## config.mk

```make
export PLATFORM = sky130hd
export DESIGN_NAME = hcd_core
export DESIGN_NICKNAME = d
export VERILOG_FILES = /design/src/verilog/hcd_pkg.sv /design/src/verilog/hcd_arith_unit.sv /design/src/verilog/hcd_core.sv
export VERILOG_INCLUDE_DIRS = /design/src /design/src/verilog
export SDC_FILE = /design/constraint.sdc
export NUM_CORES = 1
export LEC_CHECK = 0
export BUFFER_PORTS_ARGS = -buffer_cell sky130_fd_sc_hd__buf_4
export CORE_ASPECT_RATIO = 1.75
export CORE_UTILIZATION = 45
export DETAILED_ROUTE_END_ITERATION = 8
export PLACE_DENSITY = 0.67
export SYNTH_ARGS = -nofsm -noshare
export SYNTH_HDL_FRONTEND = slang
export SYNTH_SLANG_ARGS = --single-unit
```

## constraint.sdc

```tcl
create_clock -name i_sys_clk -period 20.4 [get_ports i_sys_clk]
set_input_delay 4.08 -clock i_sys_clk [delete_from_list [all_inputs] [get_ports i_sys_clk]]
set_output_delay 4.08 -clock i_sys_clk [all_outputs]
set_load 0.005 [all_outputs]
```

## src/verilog/hcd_defs.svh

```systemverilog
// constants for the harvard core datapath
`ifndef HCD_DEFS_SVH
`define HCD_DEFS_SVH
// ----------------------------------------------------------------
// data memory map (special registers)
// ----------------------------------------------------------------
`define HCD_ADDR_INDF 7'h00
`define HCD_ADDR_PCL 7'h02
`define HCD_ADDR_STATUS 7'h03
`define HCD_ADDR_FSR 7'h04
`define HCD_ADDR_PCLATH 7'h0a
// ----------------------------------------------------------------
// status fields and reset values
// ----------------------------------------------------------------
`define HCD_ST_C 0
`define HCD_ST_DIGIT 1
`define HCD_ST_Z 2
`define HCD_RST_STATUS 8'h18
`define HCD_RST_PC 10'h000
`define HCD_NOP_WORD 14'h0000
// ----------------------------------------------------------------
// instruction fields
// ----------------------------------------------------------------
`define HCD_OP_HI 13
`define HCD_OP_LO 8
`define HCD_DEST_BIT 7
`define HCD_LIT_HI 7
`define HCD_FADDR_HI 6
`define HCD_BR_HI 10
`endif

```

## src/verilog/hcd_pkg.sv

```systemverilog
// types for the harvard core datapath
package hcd_pkg;
	// arithmetic unit operation select
	typedef enum logic [3:0] {
		HCD_OP_PASS_B = 4'h0,
		HCD_OP_ADD = 4'h1,
		HCD_OP_SUB = 4'h2,
		HCD_OP_AND = 4'h3,
		HCD_OP_IOR = 4'h4,
		HCD_OP_XOR = 4'h5,
		HCD_OP_COM = 4'h6,
		HCD_OP_INC = 4'h7,
		HCD_OP_DEC = 4'h8,
		HCD_OP_RLF = 4'h9,
		HCD_OP_RRF = 4'ha,
		HCD_OP_SWAP = 4'hb,
		HCD_OP_CLR = 4'hc
	} hcd_aop_t;
	// flag triple carried with every result
	typedef struct packed {
		logic z;
		logic digit_carry_flag;
		logic c;
	} hcd_flags_t;
	// which flags an instruction may write
	typedef struct packed {
		logic z;
		logic digit_carry_flag;
		logic c;
	} hcd_fmask_t;
	// pipeline state
	typedef enum logic [0:0] {
		HCD_ST_RUN = 1'b0,
		HCD_ST_FLUSH = 1'b1
	} hcd_state_t;
endpackage

```

## src/verilog/hcd_arith_unit.sv

```systemverilog
// 8-bit arithmetic unit with carry, digit-carry and zero out
`timescale 1ns/100ps
`include "hcd_defs.svh"
module hcd_arith_unit #(
	parameter int WIDTH = 8
) (
	// operands and select
	input wire logic [WIDTH-1:0] i_a,
	input wire logic [WIDTH-1:0] i_b,
	input wire hcd_pkg::hcd_aop_t i_op,
	input wire logic i_cin,
	// result and flags
	output logic [WIDTH-1:0] o_res,
	output hcd_pkg::hcd_flags_t o_flags
);
	import hcd_pkg::*;
	// elaboration check: nibble and flag logic are written for bytes only
	if (WIDTH != 8) begin
		$error("arith unit supports only 8 bits");
	end
	logic [WIDTH:0] sum;
	logic [4:0] nib;
	// one combinational result per operation
	always_comb begin
		sum = '0;
		nib = '0;
		o_res = '0;
		o_flags = '0;
		o_flags.c = i_cin;
		unique case (i_op)
			HCD_OP_ADD: begin
				sum = {1'b0, i_a} + {1'b0, i_b};
				nib = {1'b0, i_a[3:0]} + {1'b0, i_b[3:0]};
				o_res = sum[WIDTH-1:0];
				o_flags.c = sum[WIDTH];
				o_flags.digit_carry_flag = nib[4];
			end
			HCD_OP_SUB: begin
				// b minus a by adding the two's complement
				sum = {1'b0, i_b} + {1'b0, ~i_a} + 9'h001;
				nib = {1'b0, i_b[3:0]} + {1'b0, ~i_a[3:0]} + 5'h01;
				o_res = sum[WIDTH-1:0];
				o_flags.c = sum[WIDTH];
				o_flags.digit_carry_flag = nib[4];
			end
			HCD_OP_AND: o_res = i_a & i_b;
			HCD_OP_IOR: o_res = i_a | i_b;
			HCD_OP_XOR: o_res = i_a ^ i_b;
			HCD_OP_COM: o_res = ~i_b;
			HCD_OP_INC: o_res = i_b + 8'h01;
			HCD_OP_DEC: o_res = i_b - 8'h01;
			HCD_OP_RLF: begin
				o_res = {i_b[WIDTH-2:0], i_cin};
				o_flags.c = i_b[WIDTH-1];
			end
			HCD_OP_RRF: begin
				o_res = {i_cin, i_b[WIDTH-1:1]};
				o_flags.c = i_b[0];
			end
			HCD_OP_SWAP: o_res = {i_b[3:0], i_b[7:4]};
			HCD_OP_CLR: o_res = '0;
			default: o_res = i_b;
		endcase
		o_flags.z = (o_res == '0);
	end
endmodule

```

## src/verilog/hcd_core.sv

```systemverilog
// harvard datapath: two-stage pipeline, working register, file
`timescale 1ns/100ps
`include "hcd_defs.svh"
module hcd_core #(
	parameter int PROG_WORDS = 1024,
	parameter int FILE_BYTES = 80
) (
	// clock and reset
	input wire logic i_sys_clk,
	input wire logic i_rst,
	// program memory bus
	output logic [9:0] o_prog_addr,
	input wire logic [13:0] i_prog_word,
	// observation
	output logic [7:0] o_work,
	output hcd_pkg::hcd_flags_t o_flags,
	output logic o_flush
);
	import hcd_pkg::*;
	// elaboration checks on sizes the address logic can serve
	if (PROG_WORDS != 512 && PROG_WORDS != 1024) begin
		$error("program size 512 or 1024");
	end
	if (FILE_BYTES < 16 || FILE_BYTES > 128) begin
		$error("file size 16..128");
	end
	localparam logic [9:0] PC_MASK = 10'(PROG_WORDS - 1);
	// ----------------------------------------------------------------
	// state
	// ----------------------------------------------------------------
	logic [9:0] pc_reg;
	logic [13:0] ir_reg;
	logic [7:0] w_reg; // not in the data map
	logic [7:0] status_reg;
	logic [7:0] fsr_reg;
	logic [7:0] pclath_reg;
	logic [7:0] file_mem [FILE_BYTES];
	hcd_state_t state_reg;
	// ----------------------------------------------------------------
	// decode
	// ----------------------------------------------------------------
	logic [5:0] opc;
	logic dest_f;
	logic [6:0] dir_addr;
	logic [6:0] eff_addr;
	logic [7:0] lit;
	hcd_aop_t aop;
	logic use_lit;
	logic wr_en;
	logic is_branch;
	hcd_fmask_t fmask;
	logic [7:0] fval;
	logic [7:0] arith_res;
	hcd_flags_t arith_fl;
	logic [7:0] a_opnd;
	logic [7:0] b_opnd;
	assign opc = ir_reg[`HCD_OP_HI:`HCD_OP_LO];
	assign dest_f = ir_reg[`HCD_DEST_BIT];
	assign dir_addr = ir_reg[`HCD_FADDR_HI:0];
	assign lit = ir_reg[`HCD_LIT_HI:0];
	// indirect through the pointer register
	assign eff_addr = (dir_addr == `HCD_ADDR_INDF) ? fsr_reg[6:0] : dir_addr;
	// operation decode, simplified byte-oriented map
	always_comb begin
		aop = HCD_OP_PASS_B;
		use_lit = 1'b0;
		wr_en = 1'b0;
		is_branch = 1'b0;
		fmask = '0;
		unique case (opc[5:4])
			2'b00: begin
				wr_en = 1'b1;
				fmask = '{z: 1'b1, digit_carry_flag: 1'b0, c: 1'b0};
				unique case (opc[3:0])
					4'h1: aop = HCD_OP_CLR;
					4'h2: begin aop = HCD_OP_SUB; fmask = 3'b111; end
					4'h3: aop = HCD_OP_DEC;
					4'h4: aop = HCD_OP_IOR;
					4'h5: aop = HCD_OP_AND;
					4'h6: aop = HCD_OP_XOR;
					4'h7: begin aop = HCD_OP_ADD; fmask = 3'b111; end
					4'h8: aop = HCD_OP_PASS_B;
					4'h9: aop = HCD_OP_COM;
					4'ha: aop = HCD_OP_INC;
					4'hc: begin aop = HCD_OP_RRF; fmask = 3'b001; end
					4'hd: begin aop = HCD_OP_RLF; fmask = 3'b001; end
					4'he: begin aop = HCD_OP_SWAP; fmask = '0; end
					default: begin wr_en = 1'b0; fmask = '0; end
				endcase
			end
			2'b10: is_branch = 1'b1;
			2'b11: begin
				use_lit = 1'b1;
				wr_en = 1'b1;
				fmask = 3'b100;
				unique case (opc[3:2])
					2'b00: begin aop = HCD_OP_PASS_B; fmask = '0; end
					2'b01: begin aop = HCD_OP_IOR; end
					2'b10: begin aop = (opc[1]) ? HCD_OP_ADD : HCD_OP_SUB; fmask = 3'b111; end
					2'b11: aop = (opc[1]) ? HCD_OP_XOR : HCD_OP_AND;
				endcase
			end
			default: ;
		endcase
	end
	// file read incl. special registers
	always_comb begin
		unique case (eff_addr)
			`HCD_ADDR_PCL: fval = pc_reg[7:0];
			`HCD_ADDR_STATUS: fval = status_reg;
			`HCD_ADDR_FSR: fval = fsr_reg;
			`HCD_ADDR_PCLATH: fval = pclath_reg;
			`HCD_ADDR_INDF: fval = 8'h00;
			// unused low addresses read zero, never an unwritten byte
			default: begin
				if (32'(eff_addr) < FILE_BYTES && eff_addr > `HCD_ADDR_PCLATH) begin
					fval = file_mem[eff_addr];
				end else begin
					fval = 8'h00;
				end
			end
		endcase
	end
	// working register paired with file or literal
	assign a_opnd = w_reg;
	assign b_opnd = use_lit ? lit : fval;
	hcd_arith_unit #(.WIDTH(8)) u_arith (
		.i_a(a_opnd),
		.i_b(b_opnd),
		.i_op(aop),
		.i_cin(status_reg[`HCD_ST_C]),
		.o_res(arith_res),
		.o_flags(arith_fl)
	);
	logic exec;
	logic wr_file;
	logic wr_w;
	logic pcl_wr;
	assign exec = (state_reg == HCD_ST_RUN);
	assign wr_file = exec && wr_en && !use_lit && dest_f;
	assign wr_w = exec && wr_en && (use_lit || !dest_f);
	assign pcl_wr = wr_file && (eff_addr == `HCD_ADDR_PCL);
	assign o_flush = (state_reg == HCD_ST_FLUSH);
	// ----------------------------------------------------------------
	// fetch: separate program bus each cycle
	// ----------------------------------------------------------------
	assign o_prog_addr = pc_reg;
	logic [9:0] br_target;
	assign br_target = {pclath_reg[4:3], 8'h00} | (10'(ir_reg[`HCD_BR_HI:0]) & PC_MASK);
	// counter wraps inside program space
	always_ff @(posedge i_sys_clk) begin
		if (i_rst) begin
			pc_reg <= `HCD_RST_PC;
		end else if (exec && is_branch) begin
			pc_reg <= br_target & PC_MASK;
		end else if (pcl_wr) begin
			pc_reg <= {pclath_reg[1:0], arith_res} & PC_MASK;
		end else begin
			pc_reg <= (pc_reg + 10'h001) & PC_MASK;
		end
	end
	// instruction register: discard prefetched word on branch
	always_ff @(posedge i_sys_clk) begin
		if (i_rst) begin
			ir_reg <= `HCD_NOP_WORD;
			state_reg <= HCD_ST_RUN;
		end else begin
			ir_reg <= i_prog_word;
			state_reg <= (exec && (is_branch || pcl_wr)) ? HCD_ST_FLUSH : HCD_ST_RUN;
		end
	end
	// working register
	always_ff @(posedge i_sys_clk) begin
		if (i_rst) begin
			w_reg <= 8'h00;
		end else if (wr_w) begin
			w_reg <= arith_res;
		end
	end
	// status flags from the arithmetic unit
	// flag updates come last so they win over a plain write in the same cycle
	always_ff @(posedge i_sys_clk) begin
		if (i_rst) begin
			status_reg <= `HCD_RST_STATUS;
		end else begin
			if (wr_file && eff_addr == `HCD_ADDR_STATUS) begin
				status_reg <= arith_res;
			end
			if (exec && wr_en) begin
				if (fmask.c) status_reg[`HCD_ST_C] <= arith_fl.c;
				if (fmask.digit_carry_flag) begin
					status_reg[`HCD_ST_DIGIT] <= arith_fl.digit_carry_flag;
				end
				if (fmask.z) status_reg[`HCD_ST_Z] <= arith_fl.z;
			end
		end
	end
	// pointer and upper-counter latch
	always_ff @(posedge i_sys_clk) begin
		if (i_rst) begin
			fsr_reg <= 8'h00;
			pclath_reg <= 8'h00;
		end else begin
			if (wr_file && eff_addr == `HCD_ADDR_FSR) fsr_reg <= arith_res;
			if (wr_file && eff_addr == `HCD_ADDR_PCLATH) pclath_reg <= arith_res;
		end
	end
	// general file bytes; any operation, only addresses above PCLATH and below FILE_BYTES
	always_ff @(posedge i_sys_clk) begin
		if (wr_file && 32'(eff_addr) < FILE_BYTES && eff_addr > `HCD_ADDR_PCLATH) begin
			file_mem[eff_addr] <= arith_res;
		end
	end
	assign o_work = w_reg;
	assign o_flags = '{z: status_reg[`HCD_ST_Z],
		digit_carry_flag: status_reg[`HCD_ST_DIGIT],
		c: status_reg[`HCD_ST_C]};
endmodule

```

After elaboration in Yosys (flattened, before gate mapping)
Memory sizes are Yosys's and may differ from the RTL's.
Index checks and enable logic that the tools add are counted.
{ "classes": {"eq_ne": 35, "n_mux": 29, "n_bitwise": 8, "n_reduce_logical": 26, "addsub": 9, "magnitude_cmp": 2} }
{ "ops": {"columns": ["cell", "n"], "rows": [
  ["$pmux 8 s12", 1],
  ["$pmux 4 s12", 1],
  ["$eq 4x4->1 const B", 11],
  ["$pmux 8 s5", 1],
  ["$eq 4x3->1 const B", 8],
  ["$mux 10", 2],
  ["$add 8x8->9", 2],
  ["$eq 4x2->1 const B", 4],
  ["$mux 8", 2],
  ["$not 8->8", 2],
  ["$pmux 4 s4", 1],
  ["$eq 7x2->1 const B", 2],
  ["$logic_not 7->1", 2],
  ["$logic_and 1x1->1", 13],
  ["$reduce_or 13->1", 1],
  ["$pmux 3 s2", 2],
  ["$add 10x1->10 const B", 1],
  ["$add 4x4->5", 2],
  ["$or 10x10->10", 1],
  ["$add 9x1->9 const B", 1],
  ["$mux 1", 9],
  ["$mux 3", 3],
  ["$pmux 3 s3", 1],
  ["$add 8x1->8 const B", 1],
  ["other kinds (26)", 35]
]} }
{ "word_totals": {"in_bits": 16, "regBits": 57, "elab_cells": 119, "mem_count": 1, "ramBits": 640} }
{ "mem_list": {"columns": ["name", "depth", "word_bits", "read_ports", "rd_ports_with_merged_regs", "write_ports", "line_no", "rtl"], "rows": [
  ["file_mem", 80, 8, 1, 0, 1, "hcd_core.sv:37", "logic [7:0] file_mem [FILE_BYTES];"]
]} }

Depth between registers and ports, before layout
{ "depth": {"depth_word": 13, "ltp_mapped": 29, "depth_no_buf": 23} }

Cells and area by module
A second synthesis with hierarchy kept.
{ "hier_totals": {"cells_unflattened": 2352, "area_unflattened_um2": 30407.9} }
{ "modules_own_cells": {"columns": ["module", "n_inst", "cells_each", "area_per_inst_um2", "seq_area_each_um2"], "rows": [
  ["hcd_core", 1, 2031, 28215.8, 20119.3],
  ["hcd_arith_unit", 1, 321, 2192.1, 0.0]
]} }

Least setup slack after synthesis
Ideal clock, no wire load.
{ "synth_timing": {"path_type": "reg-to-reg", "start": "reg ir_reg[1]", "end": "mem file_mem[0][4], data pin", "arrival_ps": 6823, "t_required_ps": 19705, "path_buffers": 4, "stages_incl_launch_ff": 24, "slack_ps": 12881, "synth_period_minus_slack_ps": 7519, "path_cell_list": "dfxtp_1 > buf_6 > or4b_4 > buf_6 > o21ai_4 > buf_6 > buf_6 > a21oi_1 > a2111oi_2 > a211oi_1 > nor4_1 > nand4_1 > a21boi_2 > inv_1 > ha_1 > fa_1 > inv_1 > a21oi_1 > o21bai_1 > a221o_1 > o21ai_0 > nand3_1 > a221oi_1 > a22oi_1"} }
{ "synth_via": {"elab_chain_len": 10, "word_cells_on_any_way": 24} }
{ "synth_rtl": {"columns": ["element", "line_no", "rtl"], "rows": [
  ["from (decl)", "hcd_core.sv:32", "logic [13:0] ir_reg;"],
  ["from (signal assigned)", "hcd_core.sv:165", "ir_reg <= `HCD_NOP_WORD;"],
  ["from (signal assigned)", "hcd_core.sv:168", "ir_reg <= i_prog_word;"],
  ["parallel branches: the longest is 6 deep, another holds $mem_v2 80x8", null, null],
  ["$mux 8 *", "hcd_core.sv:126", "assign b_opnd = use_lit ? lit : fval;"],
  ["$add 8x8->9", "hcd_arith_unit.sv:40", "sum = {1'b0, i_b} + {1'b0, ~i_a} + 9'h001;"],
  ["$add 9x1->9", "hcd_arith_unit.sv:40", null],
  ["$pmux 8 s12 *", "hcd_arith_unit.sv:30", "unique case (i_op)"],
  ["named net arith_res[4]", "hcd_core.sv:53", "logic [7:0] arith_res;"],
  ["to (decl)", "hcd_core.sv:37", null]
]} }
Mark *: on every way through the listed nets, which the timed path passes.

Worst setup path after layout
{ "layout_timing": {"start": "reg ir_reg[4]", "end": "reg status_reg[2]"} }
{ "layout_via": {"elab_chain_len": 13, "word_cells_on_any_way": 29} }
{ "layout_rtl": {"columns": ["element", "line_no", "rtl"], "rows": [
  ["parallel branches: the longest is 6 deep, another holds $mem_v2 80x8", null, null],
  ["$mux 8 *", "hcd_core.sv:126", null],
  ["$add 8x8->9", "hcd_arith_unit.sv:40", null],
  ["$add 9x1->9", "hcd_arith_unit.sv:40", null],
  ["$pmux 8 s12 *", "hcd_arith_unit.sv:30", null],
  ["named net arith_res[4]", "hcd_core.sv:53", null],
  ["$logic_not 8->1 *", "hcd_arith_unit.sv:64", "o_flags.z = (o_res == '0);"],
  ["$mux 1 *", "hcd_core.sv:194", "if (fmask.z) status_reg[`HCD_ST_Z] <= arith_fl.z;"],
  ["$mux 3 *", "hcd_core.sv:189", "if (exec && wr_en) begin"],
  ["to (signal, indexed assignment)", "hcd_core.sv:190", "if (fmask.c) status_reg[`HCD_ST_C] <= arith_fl.c;"],
  ["to (signal, indexed assignment)", "hcd_core.sv:192", "status_reg[`HCD_ST_DIGIT] <= arith_fl.digit_carry_flag;"],
  ["to (signal, indexed assignment)", "hcd_core.sv:194", null],
  ["to (decl)", "hcd_core.sv:34", "logic [7:0] status_reg;"]
]} }
Marked as above.
A chain may end at the register's enable or synchronous reset.

==> impl_metrics.json <==
{
  "crit_required_ns": 20.85,
  "min_path_type": "flip-flop to flip-flop",
  "row_count": 124,
  "place_ws_ns": 10.88,
  "grt_overflow_total": 0,
  "status": "finished clean",
  "grt_pass1_wl_um": 145000,
  "yosys_warnings": 0,
  "worstMarginPinSlew_ns": 1.32,
  "slew_violations": 0,
  "grt.met2_usage_pct": 52.0,
  "grt_pass1_vias": 20600,
  "port_buffers": 37,
  "synth_ff_type": "edfxtp_1",
  "period_minus_slack_ns": 9.36,
  "powerDensity_nw_per_um2": 98.6,
  "postRouteWirelength_um": 101000,
  "cts.clk_slew.worst_paths_ns": 0.07,
  "post_drt_via_cell_ratio": 6.46,
  "cts_buffer_depth": 3,
  "synth_cell_types": 100,
  "wire_per_inst_um": 30.9,
  "mostFrequentLayoutCells": "edfxtp_1 (608), nand2_1 (271), nor2_1 (159)",
  "firstDrtPassIters": 8,
  "timing.fmax_mhz": 107,
  "cts_tree": "yes",
  "synth_seq_area_share_pct": 65.3,
  "drv_cap": 0,
  "ctsHoldBuffers": 0,
  "drtIter0Drc": 2353,
  "vias": 21200,
  "ys_ff_latch": 665,
  "setup_ws_ns": 11.04,
  "htreeDepth": 2,
  "syn_area_um2": 29700,
  "clock_latency_ns": 0.64,
  "synth_area_per_cell_um2": 13.0,
  "synth_cells": 2284,
  "setup_tns_ns": 0,
  "synthToLayoutAreaGrowth_pct": 12.1,
  "grt.busiest_layer": "met2",
  "crit_chain": "or3_1 -> o21ai_4 -> buf_4 -> buf_4 -> buf_4 -> a21oi_1 -> a21oi_1 -> a31oi_1 -> a311o_1 -> o21ai_1 -> inv_1 -> fa_1 -> inv_1 -> a21oi_1 -> o21bai_1 -> a221o_1 -> o21ai_0 -> nand3_1 -> a221oi_1 -> a22oi_2 -> buf_4 -> nor2_1 -> nand4b_1 -> o31ai_2",
  "die_area_um2": 67100,
  "hold_viol": 0,
  "synth-edff-count": 608,
  "drive_gt1_share_pct": 11.5,
  "cts_buffers": 56,
  "cts-resized-gates": 0,
  "startpoint_type": "flip-flop",
  "irDropWorstVdd_mv": 0.0726,
  "critPathMaxStageDelay_ns": 1.00,
  "design_power_total_mw": 3.28,
  "slew-limit-headroom_pct": 12.0,
  "post-route-util_pct": 51.0,
  "post-cts-setup-buffer-count": 0,
  "die_x_um": 196,
  "antenna_found_initial": 1,
  "grt.met1_usage_pct": 33.3,
  "clock-sinks": 665,
  "largest_register_ff_count": 608,
  "initial_core_util_pct": 45.5,
  "gp_congestion": 0.987,
  "root_buffer": "clkbuf_16",
  "fin_nets": 2403,
  "cp_max_fo": 67,
  "hpwl_um": 67600,
  "chipHeight_um": 342,
  "ios": 38,
  "critical_path_arrival_ns": 9.81,
  "setup_viol": 0,
  "final_common_cell": "edfxtp_1",
  "postSynth.asyncResetShare_pct": 0,
  "finClkSkew_ns": 0.0359,
  "grt_usage_pct": 30.2,
  "diodes": 0,
  "path_class": "flip-flop to flip-flop",
  "crit_path_top_delay_cell": "a22oi_2",
  "remaining_drc_errors": 0,
  "end_kind": "flip-flop",
  "core_area_um2": 65300,
  "crit_top_cell": "buf_4",
  "leakage_nw": 11.0,
  "fin_crit_sh_pct": 45.9,
  "met3_usage_pct": 4.88,
  "fillers": 5489,
  "rsz0062_at_grt": "no",
  "grt_max_degree": 87,
  "drt.antenna.violating_nets": 0,
  "hold_ws_ns": 0.468
}
[final cells by class]
| class | instances | area [µm²] | share of cell area (%) |
|---|---|---|---|
| flip-flops and latches | 665 | 19400 | 58.2 |
| multi-input cells | 1480 | 9760 | 29.3 |
| clock buffers | 62 | 1470 | 4.40 |
| well taps | 882 | 1100 | 3.31 |
| repair buffers | 94 | 706 | 2.12 |
| clock inverters | 44 | 676 | 2.03 |
| inverters | 54 | 203 | 0.609 |
[cell usage after synthesis, types with 18 or more instances]
| master | number | area share (%) |
|---|---|---|
| edfxtp_1 | 608 | 61 |
| nand2_1 | 271 | 3.4 |
| nor2_1 | 161 | 2.0 |
| a21oi_1 | 139 | 2.3 |
| mux2i_1 | 91 | 3.1 |
| clkbuf_1 | 73 | 0.92 |
| dfxtp_1 | 57 | 3.8 |
| nand3_1 | 54 | 0.91 |
| o21ai_0 | 54 | 0.91 |
| inv_1 | 53 | 0.67 |
| nor3_1 | 48 | 0.81 |
| a31oi_1 | 43 | 0.91 |
| nor2b_1 | 41 | 0.86 |
| a211oi_1 | 36 | 0.91 |
| buf_2 | 33 | 0.56 |
| ha_1 | 33 | 1.4 |
| o22ai_1 | 28 | 0.59 |
| a221oi_1 | 27 | 0.80 |
| a32oi_1 | 19 | 0.56 |
| mux4_2 | 19 | 1.4 |
| a22oi_1 | 18 | 0.45 |
| nand4_1 | 18 | 0.38 |
[metal layers]
layer,up-vias,routed length [µm]
met5,-,13
met4,2,9270
met3,378,8540
met2,1346,50200
met1,10500,33300
li1,8941,-
[cells by family (layout without fill, tap and decap cells)]
family	Yosys count	in the layout	share of synthesized area, %
simple gates	682	682	10.6
flops	665	665	65.3
compound gates	567	567	13.6
buf+inv	194	254	3.14
mux	125	125	5.38
fa+ha+maj	36	36	1.59
xor+xnor	14	14	0.413
other cells	1	56	0.0126
[metrics by stage]
step                instances  instance area (µm²)
CTS                      3280                33300
finish                   3281                33300
detailed placement       3174                31100
global placement         3174                31100
floorplan                2339                29900
global route             3281                33300
[worst paths after layout]
check | from | cells past startpoint | slack (ns) | to
max | ir_reg[4] | 24 | 11.04 | status_reg[2]
max reg2reg | ir_reg[4] | 24 | 11.04 | status_reg[2]
min | pclath_reg[7] | 2 | 0.47 | pclath_reg[7]
min reg2reg | pclath_reg[7] | 2 | 0.47 | pclath_reg[7]
[worst max-delay path, delay by kind of cell (launching register included)]
kind	cells	cell delay, ns
and+or+nand+nor	4	0.99
AOI/OAI and AO/OA	13	3.70
adders and majority gates	1	0.49
buffers and inverters	6	3.33
DFF	1	0.50
[report_power, final]
| part | switching [mW] | internal, mW | total, mW |
|---|---|---|---|
| logic | 0.320 | 0.102 | 0.422 |
| clock network | 0.504 | 0.736 | 1.24 |
| registers | 0.0141 | 1.61 | 1.62 |
| total | 0.839 | 2.44 | 3.28 |
Power figures use the tool's default switching activity.
